## config.mk

```make
export PLATFORM = sky130hd
export DESIGN_NAME = cas_alert_status
export DESIGN_NICKNAME = d
export VERILOG_FILES = /design/src/cas_pkg.sv /design/src/cas_alert_status.sv
export SDC_FILE = /design/constraint.sdc
export NUM_CORES = 1
export LEC_CHECK = 0
export ABC_CLOCK_PERIOD_IN_PS = 4600
export BUFFER_PORTS_ARGS = -buffer_cell sky130_fd_sc_hd__buf_4
export CAP_MARGIN = 5
export CORE_ASPECT_RATIO = 0.9
export CORE_MARGIN = 5
export CORE_UTILIZATION = 48
export CTS_CLUSTER_SIZE = 28
export DETAILED_ROUTE_END_ITERATION = 6
export PLACE_DENSITY_LB_ADDON = 0.25
export SKIP_LAST_GASP = 1
export SLEW_MARGIN = 20
export SYNTH_ARGS = -nofsm -noshare
export SYNTH_HDL_FRONTEND = slang
export SYNTH_SLANG_ARGS = --single-unit
```

## constraint.sdc

```tcl
create_clock -name ref_clk -period 4.6 [get_ports ref_clk]
set_clock_uncertainty 0.05 [all_clocks]
set_input_delay 0.46 -clock ref_clk [delete_from_list [all_inputs] [get_ports ref_clk]]
set_output_delay 0.46 -clock ref_clk [all_outputs]
set_load 0.01 [all_outputs]
```

## src/cas_pkg.sv

```systemverilog
// Package for the comparator alert status and soft reset block
package cas_pkg;
   localparam int CAS_ADDR_W = 8;
   localparam int CAS_DATA_W = 16;
   localparam int CAS_CELLS = 14;
   localparam int CAS_AUX = 4;
   localparam int CAS_SCAN_W = 3;
   localparam int CAS_TOP_W = 4;
   localparam int CAS_UART_W = 2;
   // Register offsets
   localparam logic [7:0] CAS_OFF_CELL_UNDER = 8'h0F;
   localparam logic [7:0] CAS_OFF_AUX_OVER   = 8'h10;
   localparam logic [7:0] CAS_OFF_AUX_UNDER  = 8'h11;
   localparam logic [7:0] CAS_OFF_BAL_SW     = 8'h12;
   localparam logic [7:0] CAS_OFF_SW_ACTION  = 8'h13;
   localparam logic [7:0] CAS_OFF_SERIAL_CFG = 8'h14;
   localparam logic [7:0] CAS_OFF_INT_STATUS = 8'h20;
   localparam logic [7:0] CAS_OFF_INT_MASK   = 8'h21;
   // Field positions and reset values
   localparam int CAS_SOFT_RESET_BIT = 0;
   localparam int CAS_UART_LSB = 14;
   localparam logic [1:0] CAS_UART_RST = 2'h3;
   localparam logic [2:0] CAS_SCAN_BAL_MIN = 3'h4;
   localparam int CAS_EVENTS = 4;
   localparam int CAS_EV_CELL = 0;
   localparam int CAS_EV_AUXO = 1;
   localparam int CAS_EV_AUXU = 2;
   localparam int CAS_EV_BAL  = 3;
   localparam logic [3:0] CAS_EV_RST = 4'h0;
   typedef enum logic [0:0] {
      CAS_IDLE  = 1'b0,
      CAS_PULSE = 1'b1
   } cas_rst_state_t;
endpackage

```

## src/cas_alert_status.sv

```systemverilog
// Comparator alert flags, balance switch faults and soft reset request
//
// Decided for this implementation: the strobed register port.
`timescale 1ns/1ps
module cas_alert_status (
   input  wire logic                            ref_clk,
   input  wire logic                            rst,
   input  wire logic [cas_pkg::CAS_ADDR_W-1:0]  reg_addr,
   input  wire logic [cas_pkg::CAS_DATA_W-1:0]  reg_wdata,
   input  wire logic                            reg_wr,
   input  wire logic                            reg_rd,
   output logic      [cas_pkg::CAS_DATA_W-1:0]  reg_rdata,
   input  wire logic                            acq_done,
   input  wire logic [cas_pkg::CAS_CELLS-1:0]   cell_below_cmp,
   input  wire logic [cas_pkg::CAS_CELLS-1:0]   cell_under_alert_enable,
   input  wire logic [cas_pkg::CAS_AUX-1:0]     aux_above_cmp,
   input  wire logic [cas_pkg::CAS_AUX-1:0]     aux_over_alert_enable,
   input  wire logic [cas_pkg::CAS_AUX-1:0]     aux_below_cmp,
   input  wire logic [cas_pkg::CAS_AUX-1:0]     aux_under_alert_enable,
   input  wire logic [cas_pkg::CAS_CELLS-1:0]   bal_diag_fail,
   input  wire logic [cas_pkg::CAS_SCAN_W-1:0]  scan_select,
   input  wire logic [cas_pkg::CAS_TOP_W-1:0]   top_position_one,
   output logic                                 soft_reset_request,
   output logic      [cas_pkg::CAS_UART_W-1:0]  serial_port_layout,
   output logic                                 irq
);
   import cas_pkg::*;

   typedef struct packed {
      logic [CAS_CELLS-1:0]  cell_under;
      logic [CAS_AUX-1:0]    aux_over;
      logic [CAS_AUX-1:0]    aux_under;
      logic [CAS_CELLS-1:0]  bal_sw;
      logic [CAS_UART_W-1:0] uart;
      logic [CAS_EVENTS-1:0] int_status;
      logic [CAS_EVENTS-1:0] int_mask;
      cas_rst_state_t        rst_state;
      logic [CAS_DATA_W-1:0] rdata;
      logic                  irq;
   } cas_state_t;

   cas_state_t state_reg;
   cas_state_t state_next;
   logic [CAS_CELLS-1:0] top_mask;
   logic [CAS_CELLS-1:0] bal_eval;
   logic                 bal_scan;
   logic [CAS_EVENTS-1:0] ev;

   // Balance switch positions above the top cell are never tested
   genvar gi;
   generate
      for (gi = 0; gi < CAS_CELLS; gi++) begin : g_top
         assign top_mask[gi] = (gi <= int'(top_position_one));
      end
   endgenerate

   assign bal_scan = (scan_select >= CAS_SCAN_BAL_MIN);
   assign bal_eval = bal_diag_fail & top_mask;

   always_comb begin
      state_next = state_reg;
      ev = '0;
      state_next.rdata = '0;
      // Each acquisition re-evaluates the comparator flags (balance flags only on a diagnostic scan), so a resolved one clears
      if (acq_done) begin
         state_next.cell_under = cell_below_cmp
                               & cell_under_alert_enable;
         state_next.aux_over = aux_above_cmp
                             & aux_over_alert_enable;
         state_next.aux_under = aux_below_cmp
                              & aux_under_alert_enable;
         if (bal_scan) begin
            state_next.bal_sw = bal_eval;
         end
         ev[CAS_EV_CELL] = |state_next.cell_under;
         ev[CAS_EV_AUXO] = |state_next.aux_over;
         ev[CAS_EV_AUXU] = |state_next.aux_under;
         ev[CAS_EV_BAL]  = |state_next.bal_sw;
      end
      // Masking again guards against a lowered top cell between scans
      state_next.bal_sw = state_next.bal_sw & top_mask;
      state_next.rst_state = CAS_IDLE;
      if (reg_wr) begin
         case (reg_addr)
            CAS_OFF_SW_ACTION: begin
               if (reg_wdata[CAS_SOFT_RESET_BIT]) begin
                  state_next.rst_state = CAS_PULSE;
               end
            end
            CAS_OFF_SERIAL_CFG: begin
               state_next.uart = reg_wdata[CAS_UART_LSB +: CAS_UART_W];
            end
            CAS_OFF_INT_STATUS: begin
               state_next.int_status = state_reg.int_status
                                     & ~reg_wdata[CAS_EVENTS-1:0];
            end
            CAS_OFF_INT_MASK: begin
               state_next.int_mask = reg_wdata[CAS_EVENTS-1:0];
            end
            default: begin
            end
         endcase
      end
      // Set wins over a clear in the same cycle
      state_next.int_status = state_next.int_status | ev;
      if (reg_rd) begin
         case (reg_addr)
            CAS_OFF_CELL_UNDER:
               state_next.rdata = CAS_DATA_W'(state_reg.cell_under);
            CAS_OFF_AUX_OVER:
               state_next.rdata = CAS_DATA_W'(state_reg.aux_over);
            CAS_OFF_AUX_UNDER:
               state_next.rdata = CAS_DATA_W'(state_reg.aux_under);
            CAS_OFF_BAL_SW:
               state_next.rdata = CAS_DATA_W'(state_reg.bal_sw);
            CAS_OFF_SW_ACTION:
               state_next.rdata = '0;
            CAS_OFF_SERIAL_CFG:
               state_next.rdata = {state_reg.uart,
                                   {(CAS_DATA_W-CAS_UART_W){1'b0}}};
            CAS_OFF_INT_STATUS:
               state_next.rdata = CAS_DATA_W'(state_reg.int_status);
            CAS_OFF_INT_MASK:
               state_next.rdata = CAS_DATA_W'(state_reg.int_mask);
            default:
               state_next.rdata = '0;
         endcase
      end
      state_next.irq = |(state_next.int_status & state_next.int_mask);
   end

   // Soft reset is only reported out; the layout field is kept deliberately
   always_ff @(posedge ref_clk or posedge rst) begin
      if (rst) begin
         state_reg.cell_under <= '0;
         state_reg.aux_over   <= '0;
         state_reg.aux_under  <= '0;
         state_reg.bal_sw     <= '0;
         state_reg.uart       <= CAS_UART_RST;
         state_reg.int_status <= CAS_EV_RST;
         state_reg.int_mask   <= CAS_EV_RST;
         state_reg.rst_state  <= CAS_IDLE;
         state_reg.rdata      <= '0;
         state_reg.irq        <= 1'b0;
      end else begin
         state_reg <= state_next;
      end
   end

   assign reg_rdata          = state_reg.rdata;
   assign soft_reset_request = (state_reg.rst_state == CAS_PULSE);
   assign serial_port_layout = state_reg.uart;
   assign irq                = state_reg.irq;

   cell_flag_a: assert property (
      @(posedge ref_clk) disable iff (rst)
      acq_done |=> state_reg.cell_under
         == $past(cell_below_cmp & cell_under_alert_enable))
      else $error("cell flag wrong after acquisition");
   cell_hold_a: assert property (
      @(posedge ref_clk) disable iff (rst)
      !acq_done |=> $stable(state_reg.cell_under))
      else $error("cell flag changed without acquisition");
   cell_clear_a: assert property (
      @(posedge ref_clk) disable iff (rst)
      acq_done && cell_below_cmp == '0
         |=> state_reg.cell_under == '0)
      else $error("cell flag not cleared when resolved");
   aux_over_a: assert property (
      @(posedge ref_clk) disable iff (rst)
      acq_done |=> state_reg.aux_over
         == $past(aux_above_cmp & aux_over_alert_enable))
      else $error("aux over flag wrong");
   aux_over_hold_a: assert property (
      @(posedge ref_clk) disable iff (rst)
      !acq_done |=> $stable(state_reg.aux_over))
      else $error("aux over flag changed between acquisitions");
   aux_over_clr_a: assert property (
      @(posedge ref_clk) disable iff (rst)
      acq_done && aux_above_cmp == '0 |=> state_reg.aux_over == '0)
      else $error("aux over flag not cleared when resolved");
   aux_under_a: assert property (
      @(posedge ref_clk) disable iff (rst)
      acq_done |=> state_reg.aux_under
         == $past(aux_below_cmp & aux_under_alert_enable))
      else $error("aux under flag wrong");
   aux_under_hold_a: assert property (
      @(posedge ref_clk) disable iff (rst)
      reg_rd && !acq_done |=> $stable(state_reg.aux_under))
      else $error("aux under flag changed on read");
   aux_under_clr_a: assert property (
      @(posedge ref_clk) disable iff (rst)
      acq_done && aux_below_cmp == '0 |=> state_reg.aux_under == '0)
      else $error("aux under flag not cleared when resolved");
   bal_scan_a: assert property (
      @(posedge ref_clk) disable iff (rst)
      acq_done && bal_scan && $stable(top_position_one)
         |=> state_reg.bal_sw == $past(bal_eval))
      else $error("balance flag wrong after scan");
   bal_top_a: assert property (
      @(posedge ref_clk) disable iff (rst)
      (state_reg.bal_sw & ~$past(top_mask)) == '0)
      else $error("balance flag above top cell");
   bal_keep_a: assert property (
      @(posedge ref_clk) disable iff (rst)
      acq_done && !bal_scan && $stable(top_mask)
         |=> state_reg.bal_sw == $past(state_reg.bal_sw))
      else $error("balance flag cleared without scan");
   bal_hold_a: assert property (
      @(posedge ref_clk) disable iff (rst)
      !acq_done && $stable(top_mask) |=> $stable(state_reg.bal_sw))
      else $error("balance flag changed without acquisition");
   soft_pulse_a: assert property (
      @(posedge ref_clk) disable iff (rst)
      reg_wr && reg_addr == CAS_OFF_SW_ACTION
         && reg_wdata[CAS_SOFT_RESET_BIT] |=> soft_reset_request)
      else $error("soft reset pulse missing");
   soft_only_a: assert property (
      @(posedge ref_clk) disable iff (rst)
      soft_reset_request |-> $past(reg_wr && reg_addr == CAS_OFF_SW_ACTION
         && reg_wdata[CAS_SOFT_RESET_BIT]))
      else $error("soft reset pulse without request");
   soft_zero_a: assert property (
      @(posedge ref_clk) disable iff (rst)
      reg_wr && reg_addr == CAS_OFF_SW_ACTION
         && !reg_wdata[CAS_SOFT_RESET_BIT] |=> !soft_reset_request)
      else $error("soft reset pulse on zero write");
   soft_read_a: assert property (
      @(posedge ref_clk) disable iff (rst)
      reg_rd && reg_addr == CAS_OFF_SW_ACTION |=> reg_rdata == '0)
      else $error("action register read not zero");
   layout_keep_a: assert property (
      @(posedge ref_clk) disable iff (rst)
      soft_reset_request |=> $stable(serial_port_layout)
         || $past(reg_wr))
      else $error("layout changed by soft reset");
   layout_write_a: assert property (
      @(posedge ref_clk) disable iff (rst)
      reg_wr && reg_addr == CAS_OFF_SERIAL_CFG |=> serial_port_layout
         == $past(reg_wdata[CAS_UART_LSB +: CAS_UART_W]))
      else $error("layout write not taken");
   layout_other_a: assert property (
      @(posedge ref_clk) disable iff (rst)
      !(reg_wr && reg_addr == CAS_OFF_SERIAL_CFG)
         |=> $stable(serial_port_layout))
      else $error("layout changed without its write");
   read_keep_a: assert property (
      @(posedge ref_clk) disable iff (rst)
      reg_rd && reg_addr == CAS_OFF_CELL_UNDER && !acq_done
         |=> $stable(state_reg.cell_under))
      else $error("read altered flags");
   rd_cell_a: assert property (
      @(posedge ref_clk) disable iff (rst)
      reg_rd && reg_addr == CAS_OFF_CELL_UNDER
         |=> reg_rdata == CAS_DATA_W'($past(state_reg.cell_under)))
      else $error("cell flag read data wrong");
   rd_bal_a: assert property (
      @(posedge ref_clk) disable iff (rst)
      reg_rd && reg_addr == CAS_OFF_BAL_SW
         |=> reg_rdata == CAS_DATA_W'($past(state_reg.bal_sw)))
      else $error("balance flag read data wrong");
   rd_auxo_a: assert property (
      @(posedge ref_clk) disable iff (rst)
      reg_rd && reg_addr == CAS_OFF_AUX_OVER
         |=> reg_rdata == CAS_DATA_W'($past(state_reg.aux_over)))
      else $error("aux over read data wrong");
   rd_auxu_a: assert property (
      @(posedge ref_clk) disable iff (rst)
      reg_rd && reg_addr == CAS_OFF_AUX_UNDER
         |=> reg_rdata == CAS_DATA_W'($past(state_reg.aux_under)))
      else $error("aux under read data wrong");
   rdata_idle_a: assert property (
      @(posedge ref_clk) disable iff (rst)
      !reg_rd |=> reg_rdata == '0)
      else $error("read data not zero outside read");
   irq_level_a: assert property (
      @(posedge ref_clk) disable iff (rst)
      irq == |(state_reg.int_status & state_reg.int_mask))
      else $error("interrupt level wrong");
   stat_cell_a: assert property (
      @(posedge ref_clk) disable iff (rst)
      acq_done && |(cell_below_cmp & cell_under_alert_enable)
         |=> state_reg.int_status[CAS_EV_CELL])
      else $error("cell event not recorded");
   stat_bal_a: assert property (
      @(posedge ref_clk) disable iff (rst)
      acq_done && bal_scan && |bal_eval
         |=> state_reg.int_status[CAS_EV_BAL])
      else $error("balance event not recorded");
   stat_clear_a: assert property (
      @(posedge ref_clk) disable iff (rst)
      reg_wr && reg_addr == CAS_OFF_INT_STATUS && !acq_done
         |=> (state_reg.int_status & $past(reg_wdata[CAS_EVENTS-1:0])) == '0)
      else $error("status bits not cleared by write");
   mask_write_a: assert property (
      @(posedge ref_clk) disable iff (rst)
      reg_wr && reg_addr == CAS_OFF_INT_MASK
         |=> state_reg.int_mask == $past(reg_wdata[CAS_EVENTS-1:0]))
      else $error("mask write not taken");

   cov_cell_c: cover property (@(posedge ref_clk) disable iff (rst)
      acq_done ##1 state_reg.cell_under != '0);
   cov_bal_c: cover property (@(posedge ref_clk) disable iff (rst)
      acq_done && bal_scan ##1 state_reg.bal_sw != '0);
   cov_soft_c: cover property (@(posedge ref_clk) disable iff (rst)
      soft_reset_request);
   cov_irq_c: cover property (@(posedge ref_clk) disable iff (rst)
      $rose(irq));
   cov_clear_c: cover property (@(posedge ref_clk) disable iff (rst)
      reg_wr && reg_addr == CAS_OFF_INT_STATUS && acq_done);
endmodule

```

==> results of run 1 <==
power groups by stage:
stage / clock network, W / registers (W) / logic [W]
floorplan: 0 / 0.000615 / 0.0000847
global placement: 0 / 0.000621 / 0.000168
detailed placement: 0 / 0.000622 / 0.000172
CTS: 0.000492 / 0.000612 / 0.000173
global route: 0.000518 / 0.000616 / 0.000192
finish: 0.000484 / 0.000613 / 0.000173
synth_stat cells (2+ instances only):
master | number | area share
dfrtp_1 | 62 | 0.48
nand2_1 | 32 | 0.037
inv_1 | 29 | 0.033
o21ai_0 | 26 | 0.040
a22oi_1 | 24 | 0.055
nand3_1 | 23 | 0.035
a21oi_1 | 19 | 0.029
buf_4 | 18 | 0.041
nor2_1 | 17 | 0.020
clkbuf_1 | 11 | 0.013
mux2_2 | 11 | 0.038
nor3_1 | 6 | 0.0092
a222oi_1 | 4 | 0.012
mux2i_1 | 4 | 0.012
nor3b_1 | 4 | 0.0092
a221o_1 | 3 | 0.0092
nor2b_1 | 3 | 0.0058
nor4_1 | 3 | 0.0058
or4_1 | 3 | 0.0069
a31oi_1 | 2 | 0.0038
and2_0 | 2 | 0.0038
and3_1 | 2 | 0.0038
buf_2 | 2 | 0.0031
buf_6 | 2 | 0.0069
dfstp_2 | 2 | 0.016
o41ai_1 | 2 | 0.0054
area by class of cell:
cell class              instances  share of cell area
clock inverters                 3             0.00962
clock buffers                  13              0.0382
flip-flops and latches         64               0.385
inverters                      29              0.0261
repair buffers                105               0.189
multi-input cells             216               0.324
well taps                      90              0.0271
path summary, 6_finish.rpt:
path                                                start  slack (ns)                        end
worst max-delay path              state_reg[38]$_DFF_PP0_        2.27              irq$_DFF_PP0_
worst min-delay path                     bal_diag_fail[0]        0.29  state_reg[28]$_DFFE_PP0P_
worst max register to register    state_reg[38]$_DFF_PP0_        2.27              irq$_DFF_PP0_
worst min register to register  state_reg[51]$_DFFE_PP0P_        0.47  state_reg[51]$_DFFE_PP0P_
max in group asynchronous                             rst        3.68    state_reg[24]$_DFF_PP0_
min in group asynchronous                             rst        0.30    reg_rdata[15]$_DFF_PP0_
per-stage QoR:
step,total power (W),std cells
finish,0.00127,520
global placement,0.000789,504
floorplan,0.000699,343
detailed placement,0.000794,504
CTS,0.00128,520
global route,0.00133,520
layer usage:
layer | global-route usage | vias up | share of wire
met4 | 0.0689 | 0 | 0.018
met5 | 0 | - | 0
met3 | 0.0701 | 13 | 0.071
li1 | - | 1376 | -
met1 | 0.296 | 1382 | 0.45
met2 | 0.315 | 123 | 0.46
logic make-up (layout without fill, tap and decap cells):
logic type / count (synthesis) / after routing / share of synthesized area
AND/OR/NAND/NOR: 107 / 107 / 0.169
AO/OA/AOI/OAI: 93 / 93 / 0.188
flip-flops: 64 / 64 / 0.492
buffers and inverters: 63 / 150 / 0.0986
multiplexers: 15 / 15 / 0.0503
adder cells (fa/ha/maj): 1 / 1 / 0.00307
critical path: stages (launching register included):
cell and delay (ns):
dfrtp_1 0.43, nor3_1 0.20, o22ai_1 0.09, or4_1 0.57, or4_1 0.55, a221o_1 0.33
==> results.cfg, run 1 <==
[status]
outcome = finished clean

[route]
detail_route.wl_per_cell_um = 16.6
ant_nets = 0
first_pass_iters = 4
drt_first_iter_violations = 247
vias_per_cell = 5.57
routed_wl_mm = 8.62
drc_errors = 0
route.vias.total = 2894

[timing]
hold_viol = 0
tns_ns = 0
fmax_ghz = 0.430
finalCriticalPeriod_ns = 2.33
maxSlewHeadroom = 0.473
rsz0062_at_grt = false
setup_slack_ns = 2.27
hold_ws_ns = 0.286
tightest_slew_ns = 0.791
drv_slew = 0
setup_violations = 0
period_share = 0.506

[floorplan]
die_area_sq_mm = 0.00855
rows = 28
core_sq_mm = 0.00659
start_util = 0.495
fp.dieW_um = 96.9
num_io_pins = 114
die_h_um = 88.2

[min_path]
hold_depth = 3
hold_class = in -> reg

[worst_setup_path]
r2r_cells = 5
critPathLaunchType = flip-flop
cp.required_ns = 4.77
crit_arrival_ns = 2.49
path_class = reg -> reg
cp_max_fo = 3
critPathCaptureType = flip-flop

[clock_tree]
clk_pin_slew_ns = 0.07
htree_levels = 3
cts_resized = 0
clk_latency_ns = 0.34
cts.root.buffer_cell = clkbuf_8
cts_made_buffers = 9
cts.sinks = 64
cts_hold_buf = 0
post_cts_buffers = 0
cts_buffer_depth = 2
cts_tree = yes

[grt]
grt_pass1_vias = 2874
grt-ovfl-total = 0
grt_pass1_wl_mm = 14.3
grt_max_degree = 65
grt_use_total = 0.212
antenna_found_initial = 0

[layout]
nets = 519
fillers = 592
largest_reg_flops = 44
final_cell_mix = buf_4 (105), dfrtp_1 (62), nand2_1 (32)
layout.cells.most_common = buf_4
seqCellArea_sq_mm = 0.00160
fin_util = 0.632
multiInputGateArea_sq_mm = 0.00135
final_layout_size_suffix_gt1_frac = 0.326
area_growth_pct = 27.6
final_area_sq_mm = 0.00416
antenna_cells = 0

[placement]
place_congestion = 0.864
place_ws_ns = 1.97
dpl.hpwl_mm = 6.36
placed_area_sq_mm = 0.00396
io_buffers = 101

[logic_synthesis]
yosysSeqAreaShare = 0.492
synth_area_per_cell_sq_um = 9.51
yosys_warnings = 0
synth_cells = 343
synth_nets = 437
synth-edff-count = 0
ys.flop_type = dfrtp_1
syn_area_sq_mm = 0.00326
ys_seq_elements = 64
post_synth_num_cell_types = 53
synthArstFlopShare = 1.00

[pwr]
p_per_area_mw_per_mm2 = 305
netSwitchingFraction = 0.247
ir_drop_uv = 186
comb_power_share = 0.136
clockPowerShare = 0.381
switching_power_w = 0.000314
seqPwrFrac = 0.483
p_int_w = 0.000956
p_leak_nw = 1.92

[job]
cap_violations = 0
(Power assumes the default switching activity.)
==> inputs of run 2 (changes only) <==
- ABC_AREA: unset -> 1
- ABC_CLOCK_PERIOD_IN_PS: 4600 -> 2250
- clock period: 4.6 -> 2.25 ns (I/O delays scaled with it)
==> run 2 against run 1 <==
Final cell count is 26% higher; synthesized cell count up 37%; combinational power is 120% higher; die area up 5.2%; register-to-register slack worse by 1.4 ns; worst hold slack worse by 0.24 ns; non-clock buffer count rose by 2; synthesized area increased by 5.8%; sequential power increased by 100%; routed wire length is 1.1% higher; global-route usage shrank 1.3 points.
==> results.cfg, run 2 <==
[timing]
maxSlewHeadroom = 0.674
period_share = 0.603
tightest_slew_ns = 0.489
hold_ws_ns = 0.0499
hold_viol = 0
drv_slew = 0
rsz0062_at_grt = false
setup_violations = 0
tns_ns = 0
fmax_ghz = 0.737
finalCriticalPeriod_ns = 1.36

[placement]
io_buffers = 101
place_congestion = 0.844
dpl.hpwl_mm = 6.66
placed_area_sq_mm = 0.00417

[clock_tree]
htree_levels = 3
cts_buffer_depth = 2
cts.root.buffer_cell = clkbuf_8
clk_pin_slew_ns = 0.08
cts_made_buffers = 9
cts_tree = yes
post_cts_buffers = 0
cts.sinks = 64
clk_latency_ns = 0.34

[layout]
largest_reg_flops = 44
layout.cells.most_common = nand2_1
area_growth_pct = 26.2
final_layout_size_suffix_gt1_frac = 0.245
antenna_cells = 0
final_cell_mix = nand2_1 (196), buf_4 (105), dfrtp_1 (62)
nets = 652
fin_util = 0.619
final_area_sq_mm = 0.00435

[worst_setup_path]
crit_chain = nand2_1 > nand2_1 > nor2_1 > nand2_1 > nor2_1 > nand2_1 > nand2_1 > nand2_2 > nand2_1 > nand2_1
cp.required_ns = 2.43
path_class = reg -> reg
path_common_cell = nand2_1
cp_max_fo = 3
max_stage_delay_ns = 0.42
cpMaxStageDelayCell = dfrtp_1
crit_arrival_ns = 1.54
critPathCaptureType = flip-flop
critPathLaunchType = flip-flop

[logic_synthesis]
synth_area_leaders = dfrtp_1 (45%), nand2_1 (21%), o21ai_0 (5.9%), buf_4 (4.8%), inv_1 (4.8%)
yosysSeqAreaShare = 0.465
synth.most_common_cell = nand2_1
netlist.area_leader.share = 0.450
synth_nets = 565
yosys_warnings = 0
synth-edff-count = 0
syn_area_sq_mm = 0.00345
ys.flop_type = dfrtp_1
synth_cells = 471
yosys.area.top_type = dfrtp_1
synth_area_per_cell_sq_um = 7.33
ys_top_cells_by_count = nand2_1 (196), dfrtp_1 (62), inv_1 (44)
synthArstFlopShare = 1.00
post_synth_num_cell_types = 27
ys_seq_elements = 64

[route]
detail_route.wl_per_cell_um = 13.3
routed_wl_mm = 8.71
drc_errors = 0
first_pass_iters = 4
drt_first_iter_violations = 182
route.vias.total = 3240
ant_nets = 0
vias_per_cell = 4.94

[grt]
grt_pass1_vias = 3198
grt_use_total = 0.199
grt-ovfl-total = 0
grt_pass1_wl_mm = 14.6
grt_max_degree = 32
antenna_found_initial = 0

[floorplan]
core_sq_mm = 0.00704
die_area_sq_mm = 0.00899
fp.dieW_um = 99.4
num_io_pins = 114
start_util = 0.490
rows = 29
die_h_um = 90.4

[job]
cap_violations = 0

[pwr]
clockPowerShare = 0.347
switching_power_w = 0.000706
p_leak_nw = 2.39
comb_power_share = 0.150
ir_drop_uv = 304
p_per_area_mw_per_mm2 = 571
seqPwrFrac = 0.503
netSwitchingFraction = 0.284
p_int_w = 0.00178

[min_path]
hold_class = in -> reg

[status]
outcome = finished clean
## run 2: worst paths after layout
path | startpoint | slack [ns] | depth (start not counted) | to
setup / recovery | state_reg[41]$_DFF_PP0_ | 0.89 | 10 | irq$_DFF_PP0_
hold / removal | reg_wdata[14] | 0.05 | 3 | serial_port_layout[0]$_DFFE_PP1P_
setup reg to reg | state_reg[41]$_DFF_PP0_ | 0.89 | 10 | irq$_DFF_PP0_
hold reg to reg | serial_port_layout[0]$_DFFE_PP1P_ | 0.43 | 2 | serial_port_layout[0]$_DFFE_PP1P_
max in group asynchronous | rst | 1.19 | 4 | state_reg[37]$_DFF_PP0_
min in group asynchronous | rst | 0.39 | 3 | reg_rdata[14]$_DFF_PP0_
## run 2: cell type report
cell class | instances | area [sq um]
Inverter | 49 | 185
Multi-Input combinational cell | 327 | 1460
Fill cell | 646 | 2690
Sequential cell | 64 | 1600
Tap cell | 93 | 116
Clock inverter | 7 | 47.5
Clock buffer | 9 | 124
Timing Repair Buffer | 107 | 818
## run 2: timing repair
item / 4_1_cts / 5_1_grt
hold buffers: 1 / 0
resized for setup: 0 / 0
hold endpoints to repair: 15 / 0
## run 2: logic make-up after synthesis
group                  after synthesis  synth area share
DFF                                 64             0.465
and+or+nand+nor                    259             0.311
buffers and inverters               80             0.112
AOI/OAI and AO/OA                   68             0.112
## run 2: through the flow
| step | total power (W) | std cells | setup WS (ns) |
|---|---|---|---|
| 6_report | 0.00249 | 656 | 0.893 |
| 5_1_grt | 0.00261 | 656 | 0.688 |
| 4_1_cts | 0.00251 | 656 | 0.901 |
| 3_5_place_dp | 0.00164 | 639 | 0.556 |
| 3_3_place_gp | 0.00163 | 639 | 0.579 |
| 2_1_floorplan | 0.00146 | 471 | 0.380 |
## run 2: power by group through the flow
stage / registers, W / clock network, W / logic, W
2_1_floorplan: 0.00126 / 0 / 0.000196
3_3_place_gp: 0.00127 / 0 / 0.000361
3_5_place_dp: 0.00127 / 0 / 0.000371
4_1_cts: 0.00125 / 0.000882 / 0.000375
5_1_grt: 0.00126 / 0.000930 / 0.000419
6_report: 0.00125 / 0.000863 / 0.000373
## run 2: layer usage
metal  GRT usage  wire [um]  up-vias
li1            -          -     1636
met1       0.275       3850     1475
met2       0.313       4010      122
met3      0.0571        796        7
met4      0.0387         59        0
met5           0          0        -
## run 2: worst max-delay path: cells and delay by family (launching register included)
family,cells,cell delay (ns)
AND/OR/NAND/NOR,10,0.78
flip-flops,1,0.42
==> inputs of run 3 (changes only) <==
- ABC_AREA: 1 -> 0
- ABC_CLOCK_PERIOD_IN_PS: 2250 -> 1100
- CORE_UTILIZATION: 48 -> 45
- clock period: 2.25 -> 1.1 ns (I/O delays scaled with it)
==> run 3 against run 2 <==
The run now ends with negative hold slack, negative setup slack left; final area is 28% higher; final cell count is 1.5% lower; via count is 8.1% higher; core utilization is 17 points higher; combinational power grew to 3.3 times the previous value; non-clock buffer count is 121 higher; count of clock-buffer cells in the layout is 2 higher; die area is 0.74% higher; sequential power is 100% higher; setup slack worse by 1.9 ns.
==> results.cfg, run 3 (same netlist as run 1, synthesis figures left out) <==
[layout]
area_growth_pct = 71.0
final_cell_mix = buf_4 (160), dfrtp_1 (62), dlygate4sd3_1 (48)
nets = 642
final_area_sq_mm = 0.00558
largest_reg_flops = 44
layout.cells.most_common = buf_4
antenna_cells = 0
fin_util = 0.793
final_layout_size_suffix_gt1_frac = 0.447

[timing]
finalCriticalPeriod_ns = 2.14
drv_slew = 0
period_share = 1.95
setup_violations = 24
hold_ws_ns = -0.0364
fmax_ghz = 0.467
tightest_slew_ns = 0.615
hold_viol = 2
tns_ns = -7.93
setup_slack_ns = -1.04
rsz0062_at_grt = true
maxSlewHeadroom = 0.589

[route]
routed_wl_mm = 12.1
ant_nets = 0
first_pass_iters = 5
detail_route.wl_per_cell_um = 18.7
vias_per_cell = 5.42
drt_first_iter_violations = 186
drc_errors = 0
route.vias.total = 3504

[worst_setup_path]
max_stage_delay_ns = 0.40
crit_chain = or3_1 > o311ai_2 > buf_4 > or2b_4 > or4_1 > a221o_1
cp.required_ns = 1.28
cpMaxStageDelayCell = or4_1
critPathCaptureType = flip-flop
crit_arrival_ns = 2.33
path_class = reg -> reg
critPathBufInv = 1
crit_family = simple AND/OR/NAND/NOR gates
critPathLaunchType = flip-flop
cp_max_fo = 2

[floorplan]
die_h_um = 90.8
start_util = 0.463
die_area_sq_mm = 0.00905
rows = 29
num_io_pins = 114
core_sq_mm = 0.00704
fp.dieW_um = 99.7

[pwr]
finalPower_w = 0.00570
p_leak_nw = 2.58
ir_drop_uv = 766
p_per_area_mw_per_mm2 = 1020

[clock_tree]
cts_tree = yes
cts_hold_buf = 48
cts_made_buffers = 9
cts_buffer_depth = 2
cts.sinks = 64
htree_levels = 3
cts.root.buffer_cell = clkbuf_8
clk_latency_ns = 0.35
clk_pin_slew_ns = 0.08

[placement]
place_congestion = 0.863
dpl.hpwl_mm = 7.63
placed_area_sq_mm = 0.00457
io_buffers = 101
place_ws_ns = -1.29

[grt]
grt_pass1_wl_mm = 18.4
grt_pass1_vias = 3720
grt-ovfl-total = 0
grt_max_degree = 35
antenna_found_initial = 0
grt_use_total = 0.260

[status]
outcome = complete, but fails checks
violations = negative hold slack, negative setup slack

[job]
cap_violations = 0

[min_path]
hold_class = in -> reg
run 3: changes by cell type in the layout (fill, tap and decap cells not counted), sizes merged, moves of 5 or more:
| cell | previous run | this run |
|---|---|---|
| nand2 | 198 | 32 |
| o21ai | 43 | 26 |
| mux2 | 0 | 11 |
| dlygate4sd3 | 1 | 48 |
| nor2 | 30 | 17 |
| buf | 106 | 178 |
| a22oi | 0 | 24 |
| inv | 48 | 30 |
| o21bai | 7 | 0 |
| a21oi | 14 | 19 |
run 3: layout make-up:
class / count / area (sq um)
Fill cell: 441 / 1460
Inverter: 29 / 113
Clock inverter: 5 / 38.8
Sequential cell: 64 / 1600
Clock buffer: 11 / 151
Timing Repair Buffer: 228 / 1970
Tap cell: 93 / 116
Multi-Input combinational cell: 216 / 1590
run 3: worst paths after layout:
path,depth (start not counted),slack [ns],from,end
worst max-delay path,6,-1.04,state_reg[30]$_DFF_PP0_,irq$_DFF_PP0_
max in group asynchronous,4,0.36,rst,serial_port_layout[1]$_DFFE_PP1P_
worst min-delay path,2,-0.04,reg_wdata[1],state_reg[19]$_DFF_PP0_
worst max register to register,6,-1.04,state_reg[30]$_DFF_PP0_,irq$_DFF_PP0_
min in group asynchronous,3,0.20,rst,state_reg[43]$_DFFE_PP0P_
worst min register to register,2,0.48,state_reg[57]$_DFFE_PP0P_,state_reg[57]$_DFFE_PP0P_
run 3: where the power goes:
part / total [W] / switching, W / internal [W]
logic: 0.00122 / 0.000529 / 0.000688
registers: 0.00255 / 0.0000797 / 0.00247
clock network: 0.00193 / 0.000973 / 0.000956
run 3: worst reg2reg max path, cell delays in order (launching register included):
cell      delay (ns)
dfrtp_1         0.38
or3_1           0.39
o311ai_2        0.08
buf_4           0.16
or2b_4          0.24
or4_1           0.40
a221o_1         0.33
run 3: routing by layer:
layer / up-vias / wire length (um) / track usage
li1: 1625 / - / -
met1: 1719 / 5020 / 0.347
met2: 138 / 6000 / 0.413
met3: 22 / 816 / 0.0703
met4: 0 / 217 / 0.0751
met5: - / 0 / 0
run 3: timing repair:
item / in CTS / in global routing
setup endpoints to repair: 24 / 28
pin swaps: 5 / 18
cloned: 0 / 1
setup buffers: 5 / 6
gates resized for setup: 15 / 43
hold endpoints to repair: 93 / 2
run 3: stage by stage:
stage	instances	hold slack [ns]
CTS	641	-0.0530
global route	646	-0.0572
finish	646	-0.0364
global placement	572	-0.00602
detailed placement	572	-0.00195
floorplan	343	0.165
